## src/verilog/fbm_pkg.sv

```systemverilog
// Constants, types and the expected query table for the flash bank mode controller.
`default_nettype none
package fbm_pkg;
	localparam int FBM_CLK_NS = 20;
	localparam int FBM_T_WP_NS = 40;
	localparam int FBM_T_ACC_NS = 90;
	localparam int FBM_WP_CYC = (FBM_T_WP_NS + FBM_CLK_NS - 1) / FBM_CLK_NS;
	localparam int FBM_ACC_CYC = (FBM_T_ACC_NS + FBM_CLK_NS - 1) / FBM_CLK_NS;
	localparam int FBM_FETCH_CYC = 2;
	localparam int FBM_SYNC_CYC = 2;
	localparam int FBM_AW = 23;
	localparam int FBM_DW = 16;
	localparam int FBM_NB = 4;
	localparam int FBM_QN = 16;
	localparam int FBM_QIDX_W = 4;
	localparam logic [2:0] FBM_REG_CTRL = 3'h0;
	localparam logic [2:0] FBM_REG_ADDR = 3'h1;
	localparam logic [2:0] FBM_REG_WDATA = 3'h2;
	localparam logic [2:0] FBM_REG_STATUS = 3'h3;
	localparam logic [2:0] FBM_REG_RDATA = 3'h4;
	localparam int FBM_CTRL_OP_LSB = 0;
	localparam int FBM_CTRL_BANK_LSB = 3;
	localparam int FBM_CTRL_BYTE_BIT = 5;
	localparam int FBM_ST_SEQ = 0;
	localparam int FBM_ST_DEV = 1;
	localparam int FBM_ST_REF = 2;
	localparam int FBM_ST_TMO = 3;
	localparam int FBM_ST_QF = 4;
	localparam int FBM_ST_QD = 5;
	localparam int FBM_ST_AS_LSB = 6;
	localparam int FBM_TMO_BIT = 5;
	localparam logic [FBM_AW-1:0] FBM_ADDR_RST = 23'h000000;
	localparam logic [FBM_DW-1:0] FBM_DATA_RST = 16'h0000;
	localparam logic [FBM_AW-1:0] FBM_UNLOCK1_ADDR = 23'h000001;
	localparam logic [FBM_AW-1:0] FBM_UNLOCK2_ADDR = 23'h000002;
	localparam logic [FBM_AW-1:0] FBM_QUERY_ADDR = 23'h000003;
	localparam logic [FBM_DW-1:0] FBM_UNLOCK1_DATA = 16'h0011;
	localparam logic [FBM_DW-1:0] FBM_UNLOCK2_DATA = 16'h0022;
	localparam logic [FBM_DW-1:0] FBM_AUTOSEL_CMD = 16'h0044;
	localparam logic [FBM_DW-1:0] FBM_RESET_CMD = 16'h00EE;
	localparam logic [FBM_DW-1:0] FBM_QUERY_CMD = 16'h00CC;

	typedef enum logic [2:0] {
		FBM_OP_READ = 3'b000,
		FBM_OP_RAWWR = 3'b001,
		FBM_OP_RESET = 3'b010,
		FBM_OP_AUTOSEL = 3'b011,
		FBM_OP_ASREAD = 3'b100,
		FBM_OP_QCHECK = 3'b101
	} fbm_op_t;

	typedef enum logic [2:0] {
		FBM_S_IDLE = 3'b000,
		FBM_S_FETCH = 3'b001,
		FBM_S_SETUP = 3'b010,
		FBM_S_WLOW = 3'b011,
		FBM_S_WHOLD = 3'b100,
		FBM_S_RLOW = 3'b101,
		FBM_S_RCAP = 3'b110,
		FBM_S_GAP = 3'b111
	} fbm_st_t;

	typedef struct packed {
		logic wr;
		logic [FBM_AW-1:0] addr;
		logic [FBM_DW-1:0] data;
	} fbm_cyc_t;

	typedef struct packed {
		logic [7:0] ofs;
		logic [FBM_DW-1:0] val;
	} fbm_qent_t;

	// Word offsets and the values the part must return for them.
	localparam fbm_qent_t FBM_QTAB [FBM_QN] = '{
		'{8'h15, 16'h0040},
		'{8'h45, 16'h000C},
		'{8'h46, 16'h0002},
		'{8'h47, 16'h0001},
		'{8'h48, 16'h0001},
		'{8'h49, 16'h0004},
		'{8'h4A, 16'h0077},
		'{8'h4B, 16'h0000},
		'{8'h4C, 16'h0000},
		'{8'h4F, 16'h0001},
		'{8'h50, 16'h0000},
		'{8'h57, 16'h0004},
		'{8'h58, 16'h0017},
		'{8'h59, 16'h0030},
		'{8'h5A, 16'h0030},
		'{8'h5B, 16'h0017}
	};
endpackage
`default_nettype wire

```

## src/verilog/fbm_qrom.sv

```systemverilog
// Registered lookup of the expected query table entries.
`timescale 1ns/1ps
`default_nettype none
module fbm_qrom
	import fbm_pkg::*;
(
	input wire logic core_clk,
	input wire logic rst_b,
	input wire logic [FBM_QIDX_W-1:0] idx,
	output var fbm_qent_t q
);
	always_ff @(posedge core_clk or negedge rst_b) begin
		if (!rst_b) begin
			q <= '0;
		end else begin
			q <= FBM_QTAB[idx];
		end
	end
endmodule // fbm_qrom
`default_nettype wire

```

## src/verilog/fbm_ctrl.sv

```systemverilog
// Host-side controller that drives the flash pins and tracks per-bank modes.
`timescale 1ns/1ps
`default_nettype none
// How it works
// - Command cycles go out only in the fixed order of each sequence.
// - Host issues reset after a timeout error or to leave autoselect.
// - Autoselect only to idle banks, never while another bank is busy.
// - Autoselect is two unlock writes then bank address with the command.
// - Protection reads put bank and sector address on the bus together.
module fbm_ctrl
	import fbm_pkg::*;
(
	input wire logic core_clk,
	input wire logic rst_b,
	input wire logic [2:0] reg_addr,
	input wire logic [31:0] reg_wdata,
	input wire logic reg_wr,
	input wire logic reg_rd,
	output logic [31:0] reg_rdata,
	output logic [FBM_AW-1:0] pin_addr,
	input wire logic [FBM_DW-1:0] pin_dq_in,
	output logic [FBM_DW-1:0] pin_dq_out,
	output logic pin_dq_oe,
	output logic pin_ce_n,
	output logic pin_we_n,
	output logic pin_oe_n,
	output logic pin_byte_n,
	input wire logic ready_busy_out_n
);
	function automatic logic [4:0] fbm_len(input fbm_op_t op);
		case (op)
			FBM_OP_AUTOSEL: fbm_len = 5'h03;
			FBM_OP_QCHECK: fbm_len = 5'(FBM_QN + 2);
			default: fbm_len = 5'h01;
		endcase
	endfunction

	function automatic fbm_cyc_t fbm_cycle(input fbm_op_t op, input logic [4:0] step,
		input logic [FBM_AW-1:0] a, input logic [FBM_DW-1:0] d, input logic [7:0] ofs,
		input logic byte_mode);
		fbm_cyc_t c;
		c.wr = 1'b1;
		c.addr = a;
		c.data = d;
		case (op)
			FBM_OP_READ, FBM_OP_ASREAD: c.wr = 1'b0;
			FBM_OP_RESET: c.data = FBM_RESET_CMD;
			FBM_OP_AUTOSEL: begin
				if (step == 5'h00) begin
					c.addr = FBM_UNLOCK1_ADDR;
					c.data = FBM_UNLOCK1_DATA;
				end else if (step == 5'h01) begin
					c.addr = FBM_UNLOCK2_ADDR;
					c.data = FBM_UNLOCK2_DATA;
				end else begin
					c.data = FBM_AUTOSEL_CMD;
				end
			end
			FBM_OP_QCHECK: begin
				if (step == 5'h00) begin
					c.addr = FBM_QUERY_ADDR;
					c.data = FBM_QUERY_CMD;
				end else if (step == 5'(FBM_QN + 1)) begin
					c.data = FBM_RESET_CMD;
				end else begin
					c.wr = 1'b0;
					c.addr = byte_mode ? {14'h0000, ofs, 1'b0} : {15'h0000, ofs};
				end
			end
			default: c.wr = 1'b0;
		endcase
		return c;
	endfunction

	fbm_st_t st;
	fbm_st_t next_st;
	fbm_op_t cur_op;
	fbm_op_t ctrl_op;
	fbm_cyc_t cyc;
	fbm_qent_t qent;
	logic [1:0] ctrl_bank;
	logic [1:0] cur_bank;
	logic ctrl_byte;
	logic [FBM_AW-1:0] addr_reg;
	logic [FBM_DW-1:0] wdata_reg;
	logic [FBM_DW-1:0] rdata_reg;
	logic [4:0] step;
	logic [3:0] cnt;
	logic [2:0] wr_cnt;
	logic go;
	logic auto_rst;
	logic [FBM_NB-1:0] bank_as;
	logic refused;
	logic tmo;
	logic qfail;
	logic qdone;
	logic rb_s1, rb_s2, rb_s3, rb_lvl;
	logic [FBM_DW-1:0] dq_s1, dq_s2, dq_s3;
	logic dev_busy, allowed, start_auto, start_sw, refuse_now, last, capture, done;
	logic ctrl_wr, stat_wr;

	fbm_qrom u_qrom (
		.core_clk(core_clk),
		.rst_b(rst_b),
		.idx(FBM_QIDX_W'(step - 5'h01)),
		.q(qent)
	);

	// Three-stage synchronisers; only stage three and the stage-two/three agreement are used.
	always_ff @(posedge core_clk or negedge rst_b) begin
		if (!rst_b) begin
			rb_s1 <= 1'b1;
			rb_s2 <= 1'b1;
			rb_s3 <= 1'b1;
			rb_lvl <= 1'b1;
			dq_s1 <= '0;
			dq_s2 <= '0;
			dq_s3 <= '0;
		end else begin
			rb_s1 <= ready_busy_out_n;
			rb_s2 <= rb_s1;
			rb_s3 <= rb_s2;
			if (rb_s2 == rb_s3) begin
				rb_lvl <= rb_s3;
			end
			dq_s1 <= pin_dq_in;
			dq_s2 <= dq_s1;
			dq_s3 <= dq_s2;
		end
	end

	assign dev_busy = !rb_lvl;
	assign ctrl_wr = reg_wr && reg_addr == FBM_REG_CTRL;
	assign stat_wr = reg_wr && reg_addr == FBM_REG_STATUS;
	assign last = step == fbm_len(cur_op) - 5'h01;
	assign capture = st == FBM_S_RCAP && dq_s2 == dq_s3;
	assign done = st == FBM_S_GAP && last;

	always_comb begin
		case (ctrl_op)
			FBM_OP_READ, FBM_OP_RAWWR: allowed = !bank_as[ctrl_bank];
			FBM_OP_RESET: allowed = 1'b1;
			FBM_OP_AUTOSEL: allowed = !dev_busy && !bank_as[ctrl_bank];
			FBM_OP_ASREAD: allowed = bank_as[ctrl_bank];
			FBM_OP_QCHECK: allowed = !dev_busy && bank_as == '0;
			default: allowed = 1'b0;
		endcase
	end

	assign start_auto = st == FBM_S_IDLE && auto_rst;
	assign start_sw = st == FBM_S_IDLE && !auto_rst && go && allowed;
	assign refuse_now = (st == FBM_S_IDLE && !auto_rst && go && !allowed) ||
		(ctrl_wr && (st != FBM_S_IDLE || go));

	always_comb begin
		next_st = st;
		case (st)
			FBM_S_IDLE: if (start_auto || start_sw) next_st = FBM_S_FETCH;
			FBM_S_FETCH: if (cnt == 4'(FBM_FETCH_CYC - 1)) next_st = FBM_S_SETUP;
			FBM_S_SETUP: next_st = cyc.wr ? FBM_S_WLOW : FBM_S_RLOW;
			FBM_S_WLOW: if (cnt == 4'(FBM_WP_CYC - 1)) next_st = FBM_S_WHOLD;
			FBM_S_WHOLD: next_st = FBM_S_GAP;
			FBM_S_RLOW: if (cnt == 4'(FBM_ACC_CYC + FBM_SYNC_CYC - 1)) next_st = FBM_S_RCAP;
			FBM_S_RCAP: if (dq_s2 == dq_s3) next_st = FBM_S_GAP;
			FBM_S_GAP: next_st = last ? FBM_S_IDLE : FBM_S_FETCH;
			default: next_st = FBM_S_IDLE;
		endcase
	end

	always_ff @(posedge core_clk or negedge rst_b) begin
		if (!rst_b) begin
			st <= FBM_S_IDLE;
			cnt <= 4'h0;
			step <= 5'h00;
			cur_op <= FBM_OP_READ;
			cur_bank <= 2'h0;
		end else begin
			st <= next_st;
			cnt <= (next_st != st) ? 4'h0 : cnt + 4'h1;
			if (start_auto) begin
				cur_op <= FBM_OP_RESET;
			end else if (start_sw) begin
				cur_op <= ctrl_op;
				cur_bank <= ctrl_bank;
			end
			if (start_auto || start_sw) begin
				step <= 5'h00;
			end else if (st == FBM_S_GAP && !last) begin
				step <= step + 5'h01;
			end
		end
	end

	// The cycle is frozen on entry to setup so address and data stay put for the whole strobe.
	always_ff @(posedge core_clk or negedge rst_b) begin
		if (!rst_b) begin
			cyc <= '0;
		end else if (st == FBM_S_FETCH && next_st == FBM_S_SETUP) begin
			cyc <= fbm_cycle(cur_op, step, addr_reg, wdata_reg, qent.ofs, !pin_byte_n);
		end
	end

	// Chip enable opens before write enable and closes a cycle after it, so both edges fall inside it.
	always_ff @(posedge core_clk or negedge rst_b) begin
		if (!rst_b) begin
			pin_addr <= FBM_ADDR_RST;
			pin_dq_out <= FBM_DATA_RST;
			pin_dq_oe <= 1'b0;
			pin_ce_n <= 1'b1;
			pin_we_n <= 1'b1;
			pin_oe_n <= 1'b1;
			pin_byte_n <= 1'b1;
		end else begin
			if (next_st == FBM_S_SETUP) begin
				pin_addr <= fbm_cycle(cur_op, step, addr_reg, wdata_reg, qent.ofs, !pin_byte_n).addr;
				pin_dq_out <= fbm_cycle(cur_op, step, addr_reg, wdata_reg, qent.ofs, !pin_byte_n).data;
			end
			pin_dq_oe <= (next_st == FBM_S_SETUP && st == FBM_S_FETCH) ? (cur_op != FBM_OP_READ &&
				cur_op != FBM_OP_ASREAD && fbm_cycle(cur_op, step, addr_reg, wdata_reg, qent.ofs,
				!pin_byte_n).wr) : (pin_dq_oe && next_st != FBM_S_GAP && next_st != FBM_S_IDLE);
			pin_ce_n <= !(next_st inside {FBM_S_SETUP, FBM_S_WLOW, FBM_S_WHOLD, FBM_S_RLOW, FBM_S_RCAP});
			pin_we_n <= next_st != FBM_S_WLOW;
			pin_oe_n <= !(next_st inside {FBM_S_RLOW, FBM_S_RCAP});
			if (st == FBM_S_IDLE) begin
				pin_byte_n <= !ctrl_byte;
			end
		end
	end

	// Software registers; a control write is taken only when the sequencer is idle and no order is waiting, even with an automatic reset pending.
	always_ff @(posedge core_clk or negedge rst_b) begin
		if (!rst_b) begin
			ctrl_op <= FBM_OP_READ;
			ctrl_bank <= 2'h0;
			ctrl_byte <= 1'b0;
			addr_reg <= FBM_ADDR_RST;
			wdata_reg <= FBM_DATA_RST;
			go <= 1'b0;
		end else begin
			if (ctrl_wr && st == FBM_S_IDLE && !go) begin
				ctrl_op <= fbm_op_t'(reg_wdata[FBM_CTRL_OP_LSB +: 3]);
				ctrl_bank <= reg_wdata[FBM_CTRL_BANK_LSB +: 2];
				ctrl_byte <= reg_wdata[FBM_CTRL_BYTE_BIT];
				go <= 1'b1;
			end else if (start_sw || (st == FBM_S_IDLE && !auto_rst && go)) begin
				go <= 1'b0;
			end
			if (reg_wr && reg_addr == FBM_REG_ADDR) begin
				addr_reg <= reg_wdata[FBM_AW-1:0];
			end
			if (reg_wr && reg_addr == FBM_REG_WDATA) begin
				wdata_reg <= reg_wdata[FBM_DW-1:0];
			end
		end
	end

	// Bank mode view: reset and power-up leave every bank reading array data.
	always_ff @(posedge core_clk or negedge rst_b) begin
		if (!rst_b) begin
			bank_as <= '0;
		end else if (done && cur_op == FBM_OP_AUTOSEL) begin
			bank_as[cur_bank] <= 1'b1;
		end else if (done && (cur_op == FBM_OP_RESET || cur_op == FBM_OP_QCHECK)) begin
			bank_as <= '0;
		end
	end

	// Sticky flags; a hardware set in the same cycle as a software clear wins.
	always_ff @(posedge core_clk or negedge rst_b) begin
		if (!rst_b) begin
			refused <= 1'b0;
			tmo <= 1'b0;
			qfail <= 1'b0;
			qdone <= 1'b0;
			auto_rst <= 1'b0;
			rdata_reg <= FBM_DATA_RST;
		end else begin
			refused <= refuse_now || (refused && !(stat_wr && reg_wdata[FBM_ST_REF]));
			// A busy part showing the timeout flag holds its busy pin until a reset is written.
			if (capture && (cur_op == FBM_OP_READ || cur_op == FBM_OP_ASREAD) && dev_busy &&
				dq_s3[FBM_TMO_BIT]) begin
				tmo <= 1'b1;
				auto_rst <= 1'b1;
			end else begin
				tmo <= tmo && !(stat_wr && reg_wdata[FBM_ST_TMO]);
				auto_rst <= auto_rst && !start_auto;
			end
			if (capture && cur_op == FBM_OP_QCHECK && (pin_byte_n ? dq_s3 != qent.val :
				dq_s3[7:0] != qent.val[7:0])) begin
				qfail <= 1'b1;
			end else begin
				qfail <= qfail && !(stat_wr && reg_wdata[FBM_ST_QF]);
			end
			qdone <= (done && cur_op == FBM_OP_QCHECK) || (qdone && !(stat_wr && reg_wdata[FBM_ST_QD]));
			if (capture && cur_op != FBM_OP_QCHECK) begin
				rdata_reg <= dq_s3;
			end
		end
	end

	always_ff @(posedge core_clk or negedge rst_b) begin
		if (!rst_b) begin
			reg_rdata <= 32'h00000000;
		end else if (reg_rd) begin
			case (reg_addr)
				FBM_REG_CTRL: reg_rdata <= 32'({ctrl_byte, ctrl_bank, ctrl_op});
				FBM_REG_ADDR: reg_rdata <= 32'(addr_reg);
				FBM_REG_WDATA: reg_rdata <= 32'(wdata_reg);
				FBM_REG_STATUS: reg_rdata <= 32'({bank_as, qdone, qfail, tmo, refused, dev_busy,
					st != FBM_S_IDLE || go || auto_rst});
				FBM_REG_RDATA: reg_rdata <= 32'(rdata_reg);
				default: reg_rdata <= 32'h00000000;
			endcase
		end else begin
			reg_rdata <= 32'h00000000;
		end
	end

	always_ff @(posedge core_clk or negedge rst_b) begin
		if (!rst_b) begin
			wr_cnt <= 3'h0;
		end else if (start_auto || start_sw) begin
			wr_cnt <= 3'h0;
		end else if (st == FBM_S_WLOW && cnt == 4'h0) begin
			wr_cnt <= wr_cnt + 3'h1;
		end
	end
endmodule // fbm_ctrl
`default_nettype wire

```

## config.mk

```make
export PLATFORM = sky130hd
export DESIGN_NAME = fbm_ctrl
export DESIGN_NICKNAME = d
export VERILOG_FILES = /design/src/verilog/fbm_pkg.sv /design/src/verilog/fbm_qrom.sv /design/src/verilog/fbm_ctrl.sv
export SDC_FILE = /design/constraint.sdc
export NUM_CORES = 1
export LEC_CHECK = 0
export BUFFER_PORTS_ARGS = -buffer_cell sky130_fd_sc_hd__buf_2
export CAP_MARGIN = 20
export CORE_UTILIZATION = 52
export DETAILED_ROUTE_END_ITERATION = 12
export PLACE_DENSITY = 0.8
export SLEW_MARGIN = 20
export SYNTH_ARGS = -nofsm -noshare
export SYNTH_HDL_FRONTEND = slang
export SYNTH_SLANG_ARGS = --single-unit
```

## constraint.sdc

```tcl
create_clock -name core_clk -period 2.8 [get_ports core_clk]
set_clock_uncertainty 0.2 [all_clocks]
set_input_delay 0.14 -clock core_clk [delete_from_list [all_inputs] [get_ports core_clk]]
set_output_delay 0.14 -clock core_clk [all_outputs]
set_load 0.01 [all_outputs]
```

# After elaboration in Yosys (flattened, before gate mapping)
# Memory sizes are Yosys's and may differ from the RTL's. A register that Yosys moved wholly into a read port is not among the register bits.
# Cells that the tools add are included.
[word_totals]
input_bits = 56
regBits = 217
n_memories = 1
elab_cells = 208
out_inout_bits = 76
romBits = 384
[classes]
bitwise_logic = 3
addsub = 4
n_mux = 41
eq_ne = 39
n_reduce_logical = 83
n_lt_le_gt_ge = 3
[mem_list]
columns = ["memory", "depth", "width", "rd", "rd_clocked_by_memory_dff", "write_ports", "line_no", "text"]
rows = [
  ["(no name shown)", 16, 24, 1, 1, 0, "fbm_qrom.sv:16", "q <= FBM_QTAB[idx];"],
]
[op_table]
columns = ["operator", "count"]
rows = [
  ["$pmux 23 s5", 1],
  ["$mux 39", 2],
  ["$pmux 16 s3", 1],
  ["$pmux 23 s2", 1],
  ["$logic_and 1x1->1", 41],
  ["$eq 3x3->1 const B", 12],
  ["$mux 32", 1],
  ["$eq 3x2->1 const B", 10],
  ["$mux 24", 1],
  ["$mux 3", 8],
  ["$pmux 3 s8", 1],
  ["$mux 23", 1],
  ["$eq 16x16->1", 1],
  ["$mux 16", 1],
  ["$ne 16x16->1", 1],
  ["$logic_not 1->1", 15],
  ["$logic_not 3->1", 4],
  ["$mux 4", 3],
  ["$mux 1", 11],
  ["$mux 5", 2],
  ["$pmux 5 s2", 1],
  ["$reduce_bool 2->1", 5],
  ["$eq 3x1->1 const B", 3],
  ["$logic_or 1x1->1", 9],
  ["other kinds (31)", 37],
]

# Logic depth before layout (Yosys ltp)
[depth]
ltp_word = 13
mapped_depth = 10
ltp_nobuf = 9

# Cells and area by module
# From an unflattened synthesis, not the netlist that was laid out.
[unflattened]
cells_unflattened = 816
area_unflattened_um2 = 9589.2
[modules_own_cells]
columns = ["mod", "seq_area_each_um2", "area_each_um2", "cells_per_inst", "instances"]
rows = [
  ["fbm_ctrl", 5215.0, 8917.3, 758, 1],
  ["fbm_qrom", 325.3, 671.9, 58, 1],
]

# Worst setup path after synthesis
# OpenSTA, ideal clock, no wires.
[synth_timing]
path_kind = "flip-flop to flip-flop"
start = "reg step[0]"
end = "reg pin_dq_oe"
setup_time_ns = 0.101
slack_ns = 0.220
arrival_time_ns = 2.279
period_less_slack_ns = 2.580
n_path_buf = 2
required_time_ns = 2.499
path_stages_with_launch = 9
cell_sequence = "dfrtp_1 clkbuf_1 inv_1 ha_1 nor4b_1 o21ai_0 and3_1 clkbuf_1 nor4_1"
[synth_via]
elab_chain_cells = 7
elab_cells_between_ends = 16
cone_classes = "eq/ne (4); mux (6); reduce/logical (6)"
[synth_rtl]
columns = ["item", "line_no", "text"]
rows = [
  ["start, declared", "fbm_ctrl.sv:87", "logic [4:0] step;"],
  ["start signal, assigned", "fbm_ctrl.sv:189", "step <= step + 5'h01;"],
  ["$eq 5x5->1", "fbm_ctrl.sv:135", "assign last = step == fbm_len(cur_op) - 5'h01;"],
  ["$mux 1", "fbm_ctrl.sv:165", "FBM_S_GAP: next_st = last ? FBM_S_IDLE : FBM_S_FETCH;"],
  ["$pmux 3 s8", "fbm_ctrl.sv:157", "case (st)"],
  ["$ne 3x3->1", "fbm_ctrl.sv:220", "!pin_byte_n).wr) : (pin_dq_oe && next_st != FBM_S_GAP && next_st != FBM_S_IDLE);"],
  ["$logic_and 1x1->1 (2 in a row)", "fbm_ctrl.sv:220", ""],
  ["$mux 1 *", "fbm_ctrl.sv:218", "pin_dq_oe <= (next_st == FBM_S_SETUP && st == FBM_S_FETCH) ? (cur_op != FBM_OP_READ &&"],
  ["end signal, assigned", "fbm_ctrl.sv:218", ""],
  ["end, declared", "fbm_ctrl.sv:23", "output logic pin_dq_oe,"],
]
# Mark *: on every way between the ends. The rest lies on a longest branch, timed or not.
# A chain may end at the register's enable or synchronous reset.

# Worst setup path in the final report
[layout_timing]
start = "reg dq_s2[11]"
end = "reg cnt[1]"
[layout_via]
elab_chain_cells = 5
[layout_rtl]
columns = ["item", "line_no", "text"]
rows = [
  ["start, declared", "fbm_ctrl.sv:98", "logic [FBM_DW-1:0] dq_s1, dq_s2, dq_s3;"],
  ["start signal, assigned", "fbm_ctrl.sv:127", "dq_s2 <= dq_s1;"],
  ["$eq 16x16->1", "fbm_ctrl.sv:164", "FBM_S_RCAP: if (dq_s2 == dq_s3) next_st = FBM_S_GAP;"],
  ["$mux 3", "fbm_ctrl.sv:164", ""],
  ["$pmux 3 s8", "fbm_ctrl.sv:157", ""],
  ["net next_st[0]", "fbm_ctrl.sv:76", "fbm_st_t next_st;"],
  ["$ne 3x3->1", "fbm_ctrl.sv:179", "cnt <= (next_st != st) ? 4'h0 : cnt + 4'h1;"],
  ["$mux 4", "fbm_ctrl.sv:179", ""],
  ["end signal, assigned", "fbm_ctrl.sv:179", ""],
  ["end, declared", "fbm_ctrl.sv:88", "logic [3:0] cnt;"],
]
# The timed path passes the listed nets, and every way through them passes these cells.

==> flow_summary.json <==
{
  "core.rowCount": 48,
  "yosysUniqueCellTypes": 60,
  "cts.clk_slew.worst_paths_ns": 0.06,
  "timing.critical_path.from": "dq_s2[11]$_DFF_PN0_",
  "flow.area_growth_from_synthesis_pct": 22.9,
  "cts-root-buf": "sky130_fd_sc_hd__clkbuf_16",
  "chipHeight_um": 137,
  "pin_count": 132,
  "timing.slew.headroom": 0.476,
  "drt_first_iter_violations": 601,
  "ff2ff_path_depth": 7,
  "clock_tree_from_tritoncts": "yes",
  "outcome": "finished, final reports clean",
  "floorplan.initialDensity": 0.538,
  "worstPathCellList": "xnor2_1 -> nand4_1 -> nor4_1 -> nand4_1 -> a32oi_2 -> mux2_2 -> nor2_1",
  "floorplan_core_area_um2": 17500,
  "min_path_type": "input port to register",
  "post_drt_via_cell_ratio": 5.64,
  "endpoint": "cnt[1]$_DFF_PN0_",
  "endpoint_arrival_time_on_the_critical_path_ns": 2.79,
  "gp_congestion": 0.961,
  "floorplan.die.width_um": 137,
  "finalHoldViolations": 0,
  "cts.sink_count": 221,
  "slew_violations": 0,
  "share_of_layout_cells_above_drive_strength_1": 0.275,
  "drt_drc_violations_left": 0,
  "synth_top_cell_by_area": "sky130_fd_sc_hd__dfrtp_1",
  "place_worst_setup_slack_ns": 0.257,
  "post-synth-top-count-cell": "sky130_fd_sc_hd__dfrtp_1",
  "min_period_ns": 2.55,
  "numCtsBuffers": 23,
  "share_of_the_synthesized_area_in_compound_gates_ao_oa_aoi_oai": 0.100,
  "synthesis.instances": 822,
  "synthesis_warnings": 0,
  "track_usage": 0.252,
  "antenna-diode-count": 0,
  "yosys_register_bits": 221,
  "synth_largest_type_area_fraction": 0.566,
  "cp-end-kind": "register",
  "worst_path_max_delay_cell": "sky130_fd_sc_hd__a32oi_2",
  "max-cap-violations": 0,
  "globalRoute.totalOverflow": 0,
  "crit-reg2reg-launch": "dq_s2[11]$_DFF_PN0_",
  "cts.path.max_buffers": 3,
  "post_drt_wl_per_cell_um": 18.3,
  "grt_antenna_before_repair": 0,
  "power_per_cell_area_nw_per_um2": 799,
  "maximum_vdd_ir_drop_v": 0.000529,
  "synth-seq-area-share": 0.589,
  "synth.top_cells.by_count": "213 x sky130_fd_sc_hd__dfrtp_1, 80 x sky130_fd_sc_hd__nor2_1, 79 x sky130_fd_sc_hd__nand2_1",
  "dp_hpwl_mm": 15.1,
  "ys.flop_type": "sky130_fd_sc_hd__dfrtp_1",
  "worst_slew_pin_slew_ns": 0.784,
  "yosys-mux-area-fraction": 0.105,
  "grt_pass1_vias": 6736,
  "final.fill_count": 1300,
  "cts.repair_timing.setup_buffer_count": 0,
  "min_delay_path_depth": 3,
  "insertion_delay_ns": 0.51,
  "average_cell_area_after_synthesis_um2": 11.4,
  "post_synth_main_area_contributors": "sky130_fd_sc_hd__dfrtp_1 57%, sky130_fd_sc_hd__mux2_2 8.9%, sky130_fd_sc_hd__nor2_1 3.2%",
  "final_antenna_net_count": 0,
  "post_synth_instance_area_um2": 9410,
  "final_report_setup_violation_count": 0,
  "synthSimpleGateAreaFrac": 0.126,
  "ff2ff_setup_slack_ns": 0.25,
  "achievable_frequency_ghz": 0.391,
  "synth_top_family_by_area": "simple AND/OR/NAND/NOR gates",
  "cp_data_required_time_ns": 3.04,
  "setup_repair_after_global_routing_missed_its_margin": "false",
  "numPortBuffers": 113,
  "maximum_number_of_pins_on_one_net_before_global_route_repair": 71,
  "post-route-period-util": 0.912,
  "postRouteWirelength_mm": 22.5,
  "worstPathMaxFanout": 6,
  "worst_path_largest_cell_delay_ns": 0.48,
  "postLayoutSetupSlackWorst_ns": 0.245,
  "crit-reg2reg-capture": "cnt[1]$_DFF_PN0_",
  "grt_first_pass_wirelength_mm": 35.9,
  "yosys.area_share.xor_xnor": 0.0316,
  "timing.critical_path.from_type": "register",
  "arithmetic_cell_share_of_the_synthesized_area_counting_full_adders_half_adders_and_majority_gates": 0.0154,
  "timing.setup.tns_ns": 0,
  "critical_path.most_common_cell": "sky130_fd_sc_hd__nand4_1",
  "htree_levels": 1,
  "num-nets-final": 1054,
  "crit_type": "register to register",
  "synth_edf_count": 0,
  "dr_total_vias": 6928,
  "area_of_the_die_um2": 18600,
  "p_leak_uw": 0.00550,
  "synth-async-reset-ratio": 1.00,
  "firstDrtPassIters": 5
}
## worst max-delay path: cells and delay by family (launching register included)
| family | cells | cell delay [ns] |
|---|---|---|
| and+or+nand+nor | 4 | 0.81 |
| AOI/OAI and AO/OA | 1 | 0.48 |
| muxes | 1 | 0.41 |
| DFF | 1 | 0.39 |
| xor gates and xnor gates | 1 | 0.20 |
## worst min-delay path by stage
stage | from | endpoint | slack [ns]
after floorplan | rst_b | addr_reg[0]$_DFFE_PN0P_ | -0.36
after global placement | rst_b | u_qrom.q[18]$_DFF_PN0_ | -0.11
after detailed placement | rst_b | u_qrom.q[19]$_DFF_PN0_ | -0.10
after CTS | reg_addr[1] | reg_rdata[11]$_DFF_PN0_ | 0.002
after global routing | reg_wr | refused$_DFF_PN0_ | 0.05
final | reg_addr[1] | reg_rdata[0]$_DFF_PN0_ | 0.01
## repair_timing
action                                  4_1_cts  5_1_grt
hold buffers                                 45        0
resized for setup                             0        4
hold endpoints to repair                    294        0
endpoints found under the setup margin        0        1
## power by group
part	total, µW	leakage, µW	internal [µW]	switching (µW)
registers	4160	0.00278	3740	419
logic	1900	0.00233	856	1050
clock network	3180	0.000391	1960	1220
## routing by layer
layer,GRT usage,vias up,routed length [µm]
met5,0,-,0
met4,0.0969,0,743
met3,0.0422,54,1500
met2,0.400,264,10500
met1,0.348,3421,9800
li1,-,3189,-
## layout by cell type (no fill, tap or decap), types with 7 or more instances in the layout
master / netlist / routed
sky130_fd_sc_hd__mux2i_1: 10 / 10
sky130_fd_sc_hd__o21ai_0: 36 / 35
sky130_fd_sc_hd__xnor2_1: 11 / 11
sky130_fd_sc_hd__dfstp_2: 8 / 8
sky130_fd_sc_hd__a21oi_1: 27 / 27
sky130_fd_sc_hd__buf_2: 5 / 112
sky130_fd_sc_hd__clkbuf_16: 0 / 23
sky130_fd_sc_hd__nor2_1: 80 / 80
sky130_fd_sc_hd__ha_1: 10 / 10
sky130_fd_sc_hd__nor2b_1: 9 / 8
sky130_fd_sc_hd__a221oi_1: 7 / 7
sky130_fd_sc_hd__conb_1: 1 / 9
sky130_fd_sc_hd__a22o_1: 9 / 9
sky130_fd_sc_hd__a22oi_1: 21 / 21
sky130_fd_sc_hd__nand3_1: 27 / 27
sky130_fd_sc_hd__nand2_1: 79 / 79
sky130_fd_sc_hd__xor2_1: 23 / 23
sky130_fd_sc_hd__a31oi_1: 8 / 8
sky130_fd_sc_hd__nor4_1: 9 / 9
sky130_fd_sc_hd__and2_1: 13 / 13
sky130_fd_sc_hd__inv_1: 14 / 14
sky130_fd_sc_hd__mux2_2: 74 / 74
sky130_fd_sc_hd__dfrtp_1: 213 / 213
sky130_fd_sc_hd__dlygate4sd3_1: 0 / 44
sky130_fd_sc_hd__buf_4: 9 / 30
## final cells by class
cell class	instances	area, µm²	share of cell area
Clock buffer	31	636	0.0549
Clock inverter	10	158	0.0136
Inverter	14	52.6	0.00454
Multi-Input combinational cell	539	3610	0.312
Sequential cell	221	5540	0.479
Tap cell	225	282	0.0243
Timing Repair Buffer	189	1290	0.111
## logic make-up (layout without fill, tap and decap cells)
| group | count (synthesis) | count (layout) |
|---|---|---|
| AO/OA/AOI/OAI | 140 | 140 |
| XOR/XNOR | 34 | 34 |
| AND/OR/NAND/NOR | 257 | 257 |
| adder cells (fa/ha/maj) | 12 | 12 |
| buffers and inverters | 70 | 244 |
| multiplexers | 87 | 87 |
| flip-flops | 221 | 221 |
| other | 1 | 9 |
## metrics by stage
step / instance area (µm²) / power, µW / utilization / hold WS (ns) / cells
2_1_floorplan: 9440 / 5260 / - / -0.356 / 830
3_3_place_gp: 10300 / 5950 / 0.589 / -0.105 / 1143
3_5_place_dp: 10300 / 6020 / 0.589 / -0.104 / 1143
4_1_cts: 11600 / 9280 / 0.661 / 0.00202 / 1229
5_1_grt: 11600 / 9710 / 0.662 / 0.0458 / 1229
6_report: 11600 / 9240 / 0.662 / 0.0147 / 1229
No activity file was read; power rests on OpenSTA's default activity.
